<file path="src/verilog/srhr_pkg.sv">
/*
  Shared constants for the setpoint ramp and heater range block: register
  offsets, field positions, reset values, timing counts, range and mode
  encodings, and the ramp step and range scaling arithmetic.
  Assumes a 10 MHz system clock and an APB register bus with 32-bit data.
*/
package srhr_pkg;

  // Clock and timing
  localparam int unsigned CLK_HZ        = 10_000_000;
  localparam int unsigned TICK_MS       = 600;
  localparam int unsigned TICK_CYCLES   = CLK_HZ / 1000 * TICK_MS;
  localparam int unsigned BYPASS_HOLD_S = 3;
  localparam int unsigned BYPASS_CYCLES = CLK_HZ * BYPASS_HOLD_S;

  // Rate in 0.1 deg/min, setpoint in 0.0001 deg; 600 ms tick => 10 units
  localparam logic [9:0]  RATE_MAX      = 10'h3e8;
  localparam logic [31:0] STEP_PER_RATE = 32'h0000000a;

  // Register offsets (byte addresses)
  localparam logic [7:0] CTRL_OFS   = 8'h00;
  localparam logic [3:0] CHAN_FIRST = 4'h1;
  localparam logic [3:0] CHAN_LAST  = 4'h4;
  localparam logic [3:0] TGT_OFS    = 4'h0;
  localparam logic [3:0] RCFG_OFS   = 4'h4;
  localparam logic [3:0] OCFG_OFS   = 4'h8;
  localparam logic [3:0] EFF_OFS    = 4'hc;

  // Field positions
  localparam int unsigned CTRL_ALLOFF_BIT = 0;
  localparam int unsigned CTRL_PUEN_BIT   = 1;
  localparam int unsigned RCFG_RATE_LSB   = 0;
  localparam int unsigned RCFG_EN_BIT     = 16;
  localparam int unsigned RCFG_BUSY_BIT   = 31;
  localparam int unsigned OCFG_RANGE_LSB  = 0;
  localparam int unsigned OCFG_MODE_LSB   = 4;
  localparam int unsigned OCFG_SUNITS_BIT = 8;
  localparam int unsigned OCFG_CLOSED_BIT = 9;
  localparam int unsigned OCFG_STOP_BIT   = 12;
  localparam int unsigned OCFG_BYP_BIT    = 13;
  localparam int unsigned OCFG_MAN_LSB    = 16;

  // Reset values
  localparam logic [9:0]  RST_RATE = 10'h000;
  localparam logic [31:0] RST_SP   = 32'h00000000;
  localparam logic [15:0] RST_MAN  = 16'h0000;
  localparam logic [15:0] DAC_MID  = 16'h8000;

  typedef enum logic [1:0] {
    RANGE_OFF  = 2'b00,
    RANGE_LOW  = 2'b01,
    RANGE_MED  = 2'b10,
    RANGE_HIGH = 2'b11
  } srhr_range_e;

  typedef enum logic [1:0] {
    MODE_OPEN = 2'b00,
    MODE_WARM = 2'b01,
    MODE_MON  = 2'b10
  } srhr_mode_e;

  // Setpoint movement for one tick at the given rate
  function automatic logic [31:0] ramp_step(input logic [9:0] rate);
    ramp_step = 32'({22'h0, rate} * STEP_PER_RATE);
  endfunction

  // Decade power scaling of a heater drive by range
  function automatic logic [15:0] range_scale(input logic [15:0] drv,
                                              input logic [1:0]  rng);
    case (rng)
      RANGE_HIGH: range_scale = drv;
      RANGE_MED:  range_scale = drv / 16'h000a;
      RANGE_LOW:  range_scale = drv / 16'h0064;
      default:    range_scale = 16'h0000;
    endcase
  endfunction

endpackage

</file>
<file path="src/verilog/srhr_ramp_chan.sv">
/*
  One setpoint ramp engine: holds the ramp target and the effective
  setpoint of one control output and walks it on each update tick.
  Assumes one-cycle request pulses from the register block and a
  one-cycle tick from a divider in the same clock domain.
*/
`timescale 1ns/1ns
module srhr_ramp_chan (
  // Clock and reset
  input  wire logic        clk,
  input  wire logic        arst_n,
  // Controls
  input  wire logic        tick,
  input  wire logic        ramp_en,
  input  wire logic        sensor_units,
  input  wire logic [9:0]  rate,
  input  wire logic        abort,
  // Requests
  input  wire logic        load,
  input  wire logic [31:0] load_val,
  input  wire logic        stop,
  input  wire logic        bypass,
  input  wire logic [31:0] measured,
  // State
  output logic      [31:0] eff_sp,
  output logic             busy
);

  logic [31:0] tgt_reg;
  logic [31:0] step;
  logic [31:0] gap;
  logic        up;

  // Direction from target against the present setpoint, rate is magnitude
  // direction from target
  always_comb begin
    step = srhr_pkg::ramp_step(rate);
    up   = tgt_reg > eff_sp;
    gap  = up ? tgt_reg - eff_sp : eff_sp - tgt_reg;
  end

  // Requests first, then the tick walk; bypass beats a fresh load
  always_ff @(posedge clk or negedge arst_n) begin
    if (!arst_n) begin
      eff_sp  <= srhr_pkg::RST_SP;
      tgt_reg <= srhr_pkg::RST_SP;
      busy    <= 1'b0;
    end else if (bypass) begin
      // load measured value
      eff_sp  <= measured;
      tgt_reg <= measured;
      busy    <= 1'b0;
    end else if (load) begin
      tgt_reg <= load_val;
      // new target ramps
      // sensor units direct
      if (ramp_en && !sensor_units) begin
        busy <= load_val != eff_sp;
      end else begin
        eff_sp <= load_val;
        busy   <= 1'b0;
      end
    end else if (stop) begin
      // freeze in place
      tgt_reg <= eff_sp;
      busy    <= 1'b0;
    end else if (!ramp_en || abort) begin
      // keep intermediate value
      busy <= 1'b0;
      // zero rate
    end else if (tick && busy && step != 32'h0) begin
      // step and clamp
      if (gap <= step) begin
        eff_sp <= tgt_reg;
        busy   <= 1'b0;
      end else if (up) begin
        eff_sp <= eff_sp + step;
      end else begin
        eff_sp <= eff_sp - step;
      end
    end
  end

  rate_zero_a: assert property (
    @(posedge clk) disable iff (!arst_n)
    busy && rate == 10'h000 && !load && !bypass && ramp_en
      |=> $stable(eff_sp))
    else $error("setpoint moved at zero rate");

  step_clamp_a: assert property (
    @(posedge clk) disable iff (!arst_n)
    tick && busy && ramp_en && !abort && !load && !stop && !bypass
      && step != 32'h0 && gap <= step
      |=> eff_sp == $past(tgt_reg) && !busy)
    else $error("ramp did not clamp at target");

  direct_load_a: assert property (
    @(posedge clk) disable iff (!arst_n)
    load && !bypass && sensor_units |=> eff_sp == $past(load_val) && !busy)
    else $error("sensor unit setpoint not loaded directly");

  bypass_load_a: assert property (
    @(posedge clk) disable iff (!arst_n)
    bypass |=> eff_sp == $past(measured) && !busy)
    else $error("bypass did not load measured value");

  stop_hold_a: assert property (
    @(posedge clk) disable iff (!arst_n)
    stop && !load && !bypass |=> !busy && $stable(eff_sp))
    else $error("stopped ramp kept moving");

endmodule // srhr_ramp_chan

</file>
<file path="src/verilog/srhr_top.sv">
/*
  Setpoint ramp and heater range control for four control outputs, with
  an APB register slave, ramp engines, range shutdown logic, heater drive
  scaling for outputs one and two and converter codes for three and four.
  Assumes synchronous inputs from sensor, keypad and supply logic, one
  10 MHz clock and an APB master that holds each request until pready.
*/
// The APB slave port and the placing of the registers were left to the implementer.
// Summary of operation
// Ramp rate 0 to 100 deg/min in 0.1 steps, held fixed point.
// With ramping on in temperature units, a new target starts a ramp.
// Rate is a magnitude; direction comes from target versus setpoint.
// In sensor units ramp enable is kept but setpoints load directly.
// Turning ramping off mid ramp keeps the intermediate setpoint.
// Input type or curve change mid ramp stops ramping, range off.
// Setpoint key held three seconds loads measured value, no ramp.
// Each output has a ramp enable, off after reset.
// Stop freezes the setpoint, ramping stays on; new entry ramps again.
// Heaters one and two: off, low, medium, high in decade steps.
// Analog outputs three and four offer only off or on.
// Limit, input setup change, power loss, input error force off; power loss does so only while power-up enable is off.
// Every range setting is off after reset.
// All-off sets every output range to off at once.
// All-off ignores keypad lock and remote mode.
// Analog outputs use a 16-bit bipolar code, -10 V to +10 V.
// Analog modes: open loop, warm-up supply, monitor.
// Host starts ramps and reads ramp-in-progress per output.
// Closed loop adds manual drive to loop result; open loop uses it.
// Each tick moves setpoint by rate step, clamps, clears busy.
// Zero rate holds the setpoint while busy stays set.
`timescale 1ns/1ns
module srhr_top #(
  parameter int unsigned TICK_CYCLES   = srhr_pkg::TICK_CYCLES,
  parameter int unsigned BYPASS_CYCLES = srhr_pkg::BYPASS_CYCLES
) (
  // Clock and reset
  input  wire logic         clk,
  input  wire logic         arst_n,
  // APB slave
  input  wire logic         psel,
  input  wire logic         penable,
  input  wire logic         pwrite,
  input  wire logic [31:0]  paddr,
  input  wire logic [31:0]  pwdata,
  output logic      [31:0]  prdata,
  output logic              pready,
  output logic              pslverr,
  // Sensor and fault inputs, one bit or word per output except the shared temp_limit and power_lost
  input  wire logic [127:0] measured,
  input  wire logic [3:0]   sensor_chg,
  input  wire logic [3:0]   input_err,
  input  wire logic         temp_limit,
  input  wire logic         power_lost,
  // Front panel
  input  wire logic         all_off_key,
  input  wire logic         target_temperature_cmd_key,
  input  wire logic         stop_key,
  input  wire logic [1:0]   shown_loop,
  // Loop results and analog sources
  input  wire logic [31:0]  pid_result,
  input  wire logic [31:0]  warmup_code,
  input  wire logic [31:0]  monitor_code,
  // Outputs
  output logic      [7:0]   range_out,
  output logic      [3:0]   ramp_busy,
  output logic      [31:0]  heater_drive,
  output logic      [31:0]  dac_code
);

  logic        pready_reg;
  logic [9:0]  rate_reg     [4];
  logic [3:0]  ramp_en_reg;
  logic [1:0]  range_reg    [4];
  logic [1:0]  mode_reg     [4];
  logic [3:0]  sunits_reg;
  logic [3:0]  closed_reg;
  logic [15:0] manual_drive_cmd_reg [4];
  logic        puen_reg;
  logic [31:0] eff_sp       [4];
  logic [3:0]  busy;
  logic [22:0] tick_cnt_reg;
  logic        tick_reg;
  logic [24:0] hold_cnt_reg;
  logic        hold_bypass_reg;
  logic        acc;
  logic        fire;
  logic        hit;
  logic        is_ctrl;
  logic [1:0]  cidx;
  logic [3:0]  roff;
  logic        wr;
  logic [3:0]  tgt_wr;
  logic [3:0]  rcfg_wr;
  logic [3:0]  ocfg_wr;
  logic        all_off;
  logic [3:0]  stop_req;
  logic [3:0]  bypass_req;
  logic [31:0] rd_data;
  logic [1:0]  range_next   [4];

  // APB decode; registers are word aligned in the low byte only
  always_comb begin
    acc     = psel && penable;
    fire    = acc && pready_reg;
    is_ctrl = paddr[7:0] == srhr_pkg::CTRL_OFS;
    roff    = paddr[3:0];
    cidx    = 2'(paddr[7:4] - srhr_pkg::CHAN_FIRST);
    hit     = paddr[31:8] == 24'h000000 && paddr[1:0] == 2'b00
              && (is_ctrl || (paddr[7:4] >= srhr_pkg::CHAN_FIRST
                              && paddr[7:4] <= srhr_pkg::CHAN_LAST));
    wr      = fire && pwrite && hit;
    for (int i = 0; i < 4; i++) begin
      tgt_wr[i]  = wr && !is_ctrl && cidx == 2'(i)
                   && roff == srhr_pkg::TGT_OFS;
      rcfg_wr[i] = wr && !is_ctrl && cidx == 2'(i)
                   && roff == srhr_pkg::RCFG_OFS;
      ocfg_wr[i] = wr && !is_ctrl && cidx == 2'(i)
                   && roff == srhr_pkg::OCFG_OFS;
    end
  end

  // Register read mux; ramp busy bit shows the engine's own state
  // ramp status readback
  always_comb begin
    rd_data = 32'h00000000;
    if (is_ctrl) begin
      rd_data[srhr_pkg::CTRL_PUEN_BIT] = puen_reg;
    end else begin
      case (roff)
        srhr_pkg::RCFG_OFS: begin
          rd_data[srhr_pkg::RCFG_RATE_LSB +: 10] = rate_reg[cidx];
          rd_data[srhr_pkg::RCFG_EN_BIT]         = ramp_en_reg[cidx];
          rd_data[srhr_pkg::RCFG_BUSY_BIT]       = busy[cidx];
        end
        srhr_pkg::OCFG_OFS: begin
          rd_data[srhr_pkg::OCFG_RANGE_LSB +: 2]  = range_reg[cidx];
          rd_data[srhr_pkg::OCFG_MODE_LSB +: 2]   = mode_reg[cidx];
          rd_data[srhr_pkg::OCFG_SUNITS_BIT]      = sunits_reg[cidx];
          rd_data[srhr_pkg::OCFG_CLOSED_BIT]      = closed_reg[cidx];
          rd_data[srhr_pkg::OCFG_MAN_LSB +: 16]   =
            manual_drive_cmd_reg[cidx];
        end
        srhr_pkg::TGT_OFS, srhr_pkg::EFF_OFS: begin
          rd_data = eff_sp[cidx];
        end
        default: rd_data = 32'h00000000;
      endcase
    end
  end

  // One wait state: pready rises in the second access cycle
  always_ff @(posedge clk or negedge arst_n) begin
    if (!arst_n) begin
      pready_reg <= 1'b0;
      pslverr    <= 1'b0;
      prdata     <= 32'h00000000;
    end else begin
      pready_reg <= acc && !pready_reg;
      pslverr    <= acc && !pready_reg && !hit;
      prdata     <= (acc && !pready_reg && !pwrite && hit) ? rd_data
                                                            : 32'h00000000;
    end
  end
  assign pready = pready_reg;

  // Ramp tick divider; a long tick keeps each step an exact integer
  always_ff @(posedge clk or negedge arst_n) begin
    if (!arst_n) begin
      tick_cnt_reg <= 23'h000000;
      tick_reg     <= 1'b0;
    end else if (tick_cnt_reg == 23'(TICK_CYCLES - 1)) begin
      tick_cnt_reg <= 23'h000000;
      tick_reg     <= 1'b1;
    end else begin
      tick_cnt_reg <= tick_cnt_reg + 23'h000001;
      tick_reg     <= 1'b0;
    end
  end

  // Setpoint key hold timer, fires once per press
  // three second hold
  always_ff @(posedge clk or negedge arst_n) begin
    if (!arst_n) begin
      hold_cnt_reg    <= 25'h0000000;
      hold_bypass_reg <= 1'b0;
    end else if (!target_temperature_cmd_key) begin
      hold_cnt_reg    <= 25'h0000000;
      hold_bypass_reg <= 1'b0;
    end else if (hold_cnt_reg == 25'(BYPASS_CYCLES - 1)) begin
      hold_cnt_reg    <= hold_cnt_reg + 25'h0000001;
      hold_bypass_reg <= 1'b1;
    end else begin
      hold_bypass_reg <= 1'b0;
      if (hold_cnt_reg < 25'(BYPASS_CYCLES)) begin
        hold_cnt_reg <= hold_cnt_reg + 25'h0000001;
      end
    end
  end

  // Request pulses from the bus and the panel
  // all-off never gated
  always_comb begin
    all_off = all_off_key
              || (wr && is_ctrl && pwdata[srhr_pkg::CTRL_ALLOFF_BIT]);
    for (int i = 0; i < 4; i++) begin
      stop_req[i]   = (ocfg_wr[i] && pwdata[srhr_pkg::OCFG_STOP_BIT])
                      || (stop_key && shown_loop == 2'(i));
      bypass_req[i] = (ocfg_wr[i] && pwdata[srhr_pkg::OCFG_BYP_BIT])
                      || (hold_bypass_reg && shown_loop == 2'(i));
    end
  end

  // Control settings written by software
  always_ff @(posedge clk or negedge arst_n) begin
    if (!arst_n) begin
      puen_reg   <= 1'b0;
      sunits_reg <= 4'h0;
      closed_reg <= 4'h0;
      for (int i = 0; i < 4; i++) begin
        rate_reg[i]             <= srhr_pkg::RST_RATE;
        mode_reg[i]             <= srhr_pkg::MODE_OPEN;
        manual_drive_cmd_reg[i] <= srhr_pkg::RST_MAN;
      end
    end else begin
      if (wr && is_ctrl) begin
        puen_reg <= pwdata[srhr_pkg::CTRL_PUEN_BIT];
      end
      for (int i = 0; i < 4; i++) begin
        // rate clipped to 100.0
        if (rcfg_wr[i]) begin
          rate_reg[i] <= (pwdata[9:0] > srhr_pkg::RATE_MAX)
                         ? srhr_pkg::RATE_MAX : pwdata[9:0];
        end
        if (ocfg_wr[i]) begin
          mode_reg[i]   <= pwdata[srhr_pkg::OCFG_MODE_LSB +: 2];
          sunits_reg[i] <= pwdata[srhr_pkg::OCFG_SUNITS_BIT];
          closed_reg[i] <= pwdata[srhr_pkg::OCFG_CLOSED_BIT];
          manual_drive_cmd_reg[i] <= pwdata[srhr_pkg::OCFG_MAN_LSB +: 16];
        end
      end
    end
  end

  // Ramp enable; an input change mid ramp clears it ahead of a write
  // ramp enable reset off
  always_ff @(posedge clk or negedge arst_n) begin
    if (!arst_n) begin
      ramp_en_reg <= 4'h0;
    end else begin
      for (int i = 0; i < 4; i++) begin
        // abort ramping
        if (sensor_chg[i] && busy[i]) begin
          ramp_en_reg[i] <= 1'b0;
        end else if (rcfg_wr[i]) begin
          ramp_en_reg[i] <= pwdata[srhr_pkg::RCFG_EN_BIT];
        end
      end
    end
  end

  // Range next value: shutdowns beat a software write in the same cycle
  always_comb begin
    for (int i = 0; i < 4; i++) begin
      range_next[i] = range_reg[i];
      if (ocfg_wr[i]) begin
        // analog outputs off or on
        if (i >= 2) begin
          range_next[i] = (pwdata[1:0] == srhr_pkg::RANGE_OFF)
                          ? srhr_pkg::RANGE_OFF : srhr_pkg::RANGE_LOW;
        end else begin
          // heater decade ranges
          range_next[i] = pwdata[srhr_pkg::OCFG_RANGE_LSB +: 2];
        end
      end
      // automatic shutdown
      // heater off on change
      if (temp_limit || sensor_chg[i] || input_err[i]
          || (power_lost && !puen_reg)) begin
        range_next[i] = srhr_pkg::RANGE_OFF;
      end
      // all outputs off
      if (all_off) begin
        range_next[i] = srhr_pkg::RANGE_OFF;
      end
    end
  end

  // Range registers
  // ranges reset off
  always_ff @(posedge clk or negedge arst_n) begin
    if (!arst_n) begin
      for (int i = 0; i < 4; i++) begin
        range_reg[i] <= srhr_pkg::RANGE_OFF;
      end
      range_out <= 8'h00;
    end else begin
      for (int i = 0; i < 4; i++) begin
        range_reg[i]           <= range_next[i];
        range_out[2*i +: 2]    <= range_next[i];
      end
    end
  end

  // Heater drive: manual alone in open loop, added to loop in closed loop
  // manual drive use
  always_ff @(posedge clk or negedge arst_n) begin
    if (!arst_n) begin
      heater_drive <= 32'h00000000;
    end else begin
      for (int i = 0; i < 2; i++) begin
        logic [16:0] sum;
        sum = {1'b0, pid_result[16*i +: 16]}
              + {1'b0, manual_drive_cmd_reg[i]};
        if (!closed_reg[i]) begin
          sum = {1'b0, manual_drive_cmd_reg[i]};
        end
        heater_drive[16*i +: 16] <= srhr_pkg::range_scale(
          sum[16] ? 16'hffff : sum[15:0], range_reg[i]);
      end
    end
  end

  // Analog converter codes; off parks at midscale, which is 0 V
  // bipolar code
  // analog mode select
  always_ff @(posedge clk or negedge arst_n) begin
    if (!arst_n) begin
      dac_code <= {srhr_pkg::DAC_MID, srhr_pkg::DAC_MID};
    end else begin
      for (int i = 0; i < 2; i++) begin
        if (range_reg[i+2] == srhr_pkg::RANGE_OFF) begin
          dac_code[16*i +: 16] <= srhr_pkg::DAC_MID;
        end else begin
          case (mode_reg[i+2])
            srhr_pkg::MODE_WARM:
              dac_code[16*i +: 16] <= warmup_code[16*i +: 16];
            srhr_pkg::MODE_MON:
              dac_code[16*i +: 16] <= monitor_code[16*i +: 16];
            default:
              dac_code[16*i +: 16] <= manual_drive_cmd_reg[i+2];
          endcase
        end
      end
    end
  end

  // Ramp engines and busy outputs
  for (genvar g = 0; g < 4; g++) begin : g_chan
    srhr_ramp_chan u_chan (
      .clk          (clk),
      .arst_n       (arst_n),
      .tick         (tick_reg),
      .ramp_en      (ramp_en_reg[g]),
      .sensor_units (sunits_reg[g]),
      .rate         (rate_reg[g]),
      .abort        (sensor_chg[g]),
      .load         (tgt_wr[g]),
      .load_val     (pwdata),
      .stop         (stop_req[g]),
      .bypass       (bypass_req[g]),
      .measured     (measured[32*g +: 32]),
      .eff_sp       (eff_sp[g]),
      .busy         (busy[g])
    );

    all_off_a: assert property (
      @(posedge clk) disable iff (!arst_n)
      all_off |=> range_out[2*g +: 2] == srhr_pkg::RANGE_OFF)
      else $error("all-off left an output on");

    fault_off_a: assert property (
      @(posedge clk) disable iff (!arst_n)
      temp_limit || input_err[g] || (power_lost && !puen_reg)
        |=> range_reg[g] == srhr_pkg::RANGE_OFF)
      else $error("fault did not force range off");

    chg_abort_a: assert property (
      @(posedge clk) disable iff (!arst_n)
      sensor_chg[g] && busy[g]
        |=> !ramp_en_reg[g] && range_reg[g] == srhr_pkg::RANGE_OFF)
      else $error("input change did not stop ramp and heater");
  end

  always_ff @(posedge clk or negedge arst_n) begin
    if (!arst_n) begin
      ramp_busy <= 4'h0;
    end else begin
      ramp_busy <= busy;
    end
  end

  analog_range_a: assert property (
    @(posedge clk) disable iff (!arst_n)
    range_reg[2][1] == 1'b0 && range_reg[3][1] == 1'b0)
    else $error("analog output took a heater range");

  dac_off_a: assert property (
    @(posedge clk) disable iff (!arst_n)
    range_reg[2] == srhr_pkg::RANGE_OFF |=> dac_code[15:0] == 16'h8000)
    else $error("analog output not at zero volts when off");

endmodule // srhr_top

</file>
<file path="config.mk">
export PLATFORM = sky130hd
export DESIGN_NAME = srhr_top
export DESIGN_NICKNAME = d
export VERILOG_FILES = /design/src/verilog/srhr_pkg.sv /design/src/verilog/srhr_ramp_chan.sv /design/src/verilog/srhr_top.sv
export SDC_FILE = /design/constraint.sdc
export NUM_CORES = 2
export LEC_CHECK = 0
export BUFFER_PORTS_ARGS = -buffer_cell sky130_fd_sc_hd__clkbuf_2
export CORE_UTILIZATION = 50
export CTS_CLUSTER_DIAMETER = 80
export CTS_CLUSTER_SIZE = 30
export DETAILED_ROUTE_END_ITERATION = 10
export PLACE_DENSITY = 0.68
export SYNTH_ARGS = -nofsm -noshare
export SYNTH_HDL_FRONTEND = slang
export SYNTH_SLANG_ARGS = --single-unit
</file>
<file path="constraint.sdc">
create_clock -name clk -period 75.2 [get_ports clk]
set_input_delay 3.76 -clock clk [delete_from_list [all_inputs] [get_ports clk]]
set_output_delay 3.76 -clock clk [all_outputs]
set_load 0.1 [all_outputs]
</file>
==> results.py <==
metrics = {
    "run_status": {
        "status": "complete, no violations",
    },
    "global_routing": {
        "met2_usage": 0.571,
        "track_usage": 0.392,
        "grt_start_max_net_pins": 136,
        "grt_pass1_vias": 59200,
        "grt_overflow_total": 0,
        "use_met3": 0.121,
        "grt_pass1_wl_um": 377000,
        "use_met1": 0.532,
        "top_usage_layer": "met2",
        "antenna_found_initial": 22,
    },
    "worst_setup_path": {
        "cpMostUsedCell": "o21ai_0",
        "reg2reg_depth": 119,
        "max_stage_delay_ns": 0.76,
        "r2r-end": "heater_drive[16]$_DFF_PN0_",
        "path_max_fanout": 15,
        "crit_path_end_kind": "flop",
        "r2r_start": "manual_drive_cmd_reg[32]$_DFFE_PN0P_",
        "cp-start-kind": "primary input",
        "slowest_stage": "a211oi_4",
        "r2r_setup_slack_ns": 43.09,
        "crit_type": "in2reg",
        "cp.arrival_ns": 35.13,
        "required_ns": 75.72,
    },
    "clocking": {
        "cts_buffers": 48,
        "cts_tree": "built",
        "post_cts_buffers": 0,
        "cts.sinks": 543,
        "clk_path_buf_depth": 3,
        "cts_hold_buf": 0,
        "htree_levels": 2,
        "cts_root_buf": "clkbuf_16",
        "clk_latency_ns": 0.72,
        "postCtsResizedCells": 0,
        "clkTransAtPathRegs_ns": 0.10,
    },
    "logic_synthesis": {
        "synth_area_leaders": "dfrtp_1 (22%), ha_1 (14%), a21oi_1 (6.3%)",
        "yosys_warnings": 0,
        "syn_avg_cell_area_um2": 7.66,
        "ys_ff_latch": 543,
        "synth_cell_types": 144,
        "dominantRegCellSynth": "dfrtp_1",
        "syn_area_mm2": 0.0620,
        "syn-instance-count": 8094,
        "synth_edf_count": 0,
        "async_flop_share": 1.00,
        "synth_top_area_cell": "dfrtp_1",
        "netlist.area_leader.share": 0.218,
        "synth_seq_area_share": 0.219,
    },
    "timing": {
        "finalSetupTns_ns": 0,
        "maxSlewHeadroom": 0.0698,
        "fin_hold_ws_ns": 0.487,
        "finalCritPeriodShare": 0.460,
        "fmax_mhz": 28.9,
        "slew_viol_final": 0,
        "tightest_slew_ns": 1.39,
        "hold_viol_final": 0,
        "skew_ns": 0.0368,
        "setup_ws_ns": 40.59,
        "rsz0062_at_grt": "false",
        "setup_viol": 0,
        "fin_crit_ns": 34.61,
    },
    "finish": {
        "seqCellArea_mm2": 0.0136,
        "final_layout_size_suffix_gt1_frac": 0.102,
        "fillers": 11800,
        "syn_to_final_growth_pct": 8.38,
        "nets": 9212,
        "multi_input_area_mm2": 0.0449,
    },
    "min_path": {
        "hold_depth": 2,
        "hold_class": "reg2reg",
        "min_from": "mode_reg[7]$_DFFE_PN0P_",
        "hold-path-endpoint": "mode_reg[7]$_DFFE_PN0P_",
    },
    "run": {
        "maxCapViolations": 0,
    },
    "routing": {
        "routed_wl_um": 254000,
        "drc": 0,
        "vias": 63800,
        "first_iter_violations": 7081,
        "vias_per_cell": 6.45,
        "ant_nets": 0,
        "dr.pass1.iters": 6,
        "wl_per_cell_um": 25.7,
    },
    "die": {
        "coreArea_mm2": 0.122,
        "fp.dieArea_mm2": 0.125,
        "num_rows": 128,
        "io_pins": 418,
        "fp.dieH_um": 354,
        "die_w_um": 354,
        "initial_core_util": 0.507,
    },
    "placement": {
        "place_hpwl_um": 195000,
        "gp_congestion": 1.01,
        "port_buffers": 415,
        "place_ws_ns": 40.33,
    },
}
[routing by layer]
| layer | vias to the layer above | share of wire |
|---|---|---|
| li1 | 29200 | - |
| met1 | 30600 | 0.42 |
| met2 | 3303 | 0.42 |
| met3 | 603 | 0.12 |
| met4 | 20 | 0.047 |
| met5 | - | 0.00060 |
[metrics by stage]
step | cell area (um2) | util | std cells
global placement | 65200 | 0.533 | 9788
CTS | 67200 | 0.549 | 9877
global route | 67200 | 0.549 | 9884
floorplan | 62000 | - | 8095
finish | 67200 | 0.549 | 9892
detailed placement | 65200 | 0.533 | 9788
[critical path: cells and delay by family]
kind / cells / cell delay, ns
AOI/OAI and AO/OA: 55 / 13.07
and+or+nand+nor: 39 / 10.51
adders and majority gates: 16 / 4.82
muxes: 9 / 2.80
buffers and inverters: 1 / 0.09
[final cells by class]
cell class,count,area share
multi-input combinational,6584,0.668
sequential,543,0.202
timing repair buffer,473,0.0378
inverter,563,0.0314
tap,1625,0.0303
clock buffer,51,0.0185
clock inverter,38,0.0109
antenna,15,0.000559
[logic make-up after synthesis]
| logic type | count (synthesis) | share of synthesized area |
|---|---|---|
| AOI/OAI and AO/OA | 2663 | 0.268 |
| and+or+nand+nor | 2480 | 0.189 |
| buffers and inverters | 968 | 0.0603 |
| adders and majority gates | 693 | 0.142 |
| DFF | 543 | 0.219 |
| xor gates and xnor gates | 517 | 0.0730 |
| muxes | 229 | 0.0484 |
| other | 1 | 0.0000605 |
[cells in the final DEF, fill, tap and decap left out, types with 58 or more instances in the layout]
master    netlist  final
o21ai_0       749    748
mux2i_1       125    125
a21o_1        214    214
a21oi_1       784    779
nor3_1        117    115
inv_1         563    563
ha_1          673    672
nor2b_1        84     84
a21boi_0       67     65
nand2_1       840    837
nor2_1        667    663
and3_1        141    141
clkbuf_2        1    413
nand2b_1       80     79
o21a_1         62     62
nand3_1       134    134
xnor2_1       312    312
xor2_1        205    205
nand4_1       112    112
o21bai_1      122    122
a22oi_1        75     73
a31oi_1        90     89
buf_4           2     58
dfrtp_1       541    541
nor4_1         60     59
[how the worst max path moves through the flow]
stage                               from                         end  slack (ns)  cells past startpoint
after floorplan           pid_result[16]  heater_drive[16]$_DFF_PN0_       45.20                    121
after global placement    pid_result[16]  heater_drive[16]$_DFF_PN0_       41.01                    118
after detailed placement  pid_result[16]  heater_drive[16]$_DFF_PN0_       40.33                    120
after CTS                 pid_result[16]  heater_drive[16]$_DFF_PN0_       40.97                    120
after global routing      pid_result[16]  heater_drive[16]$_DFF_PN0_       38.00                    120
final                     pid_result[16]  heater_drive[16]$_DFF_PN0_       40.59                    120
[synthesized netlist by cell type, types with 56 or more instances]
library cell and count:
nor2b_1 84, a211oi_1 57, a22oi_1 75, nand2_1 840, nor3_1 117, o21bai_1 122, and3_1 141, a21o_1 214
o21a_1 62, nand4_1 112, nand3_1 134, and2_1 56, ha_1 673, a31oi_1 90, inv_1 563, o22ai_1 58
xor2_1 205, clkbuf_1 343, nor2_1 667, nor4_1 60, a21boi_0 67, dfrtp_1 541, xnor2_1 312, mux2i_1 125
nand2b_1 80, o21ai_0 749, a21oi_1 784
Power is not shown: default switching activity piles up to over one toggle a cycle in this logic, so the estimate is an artifact.
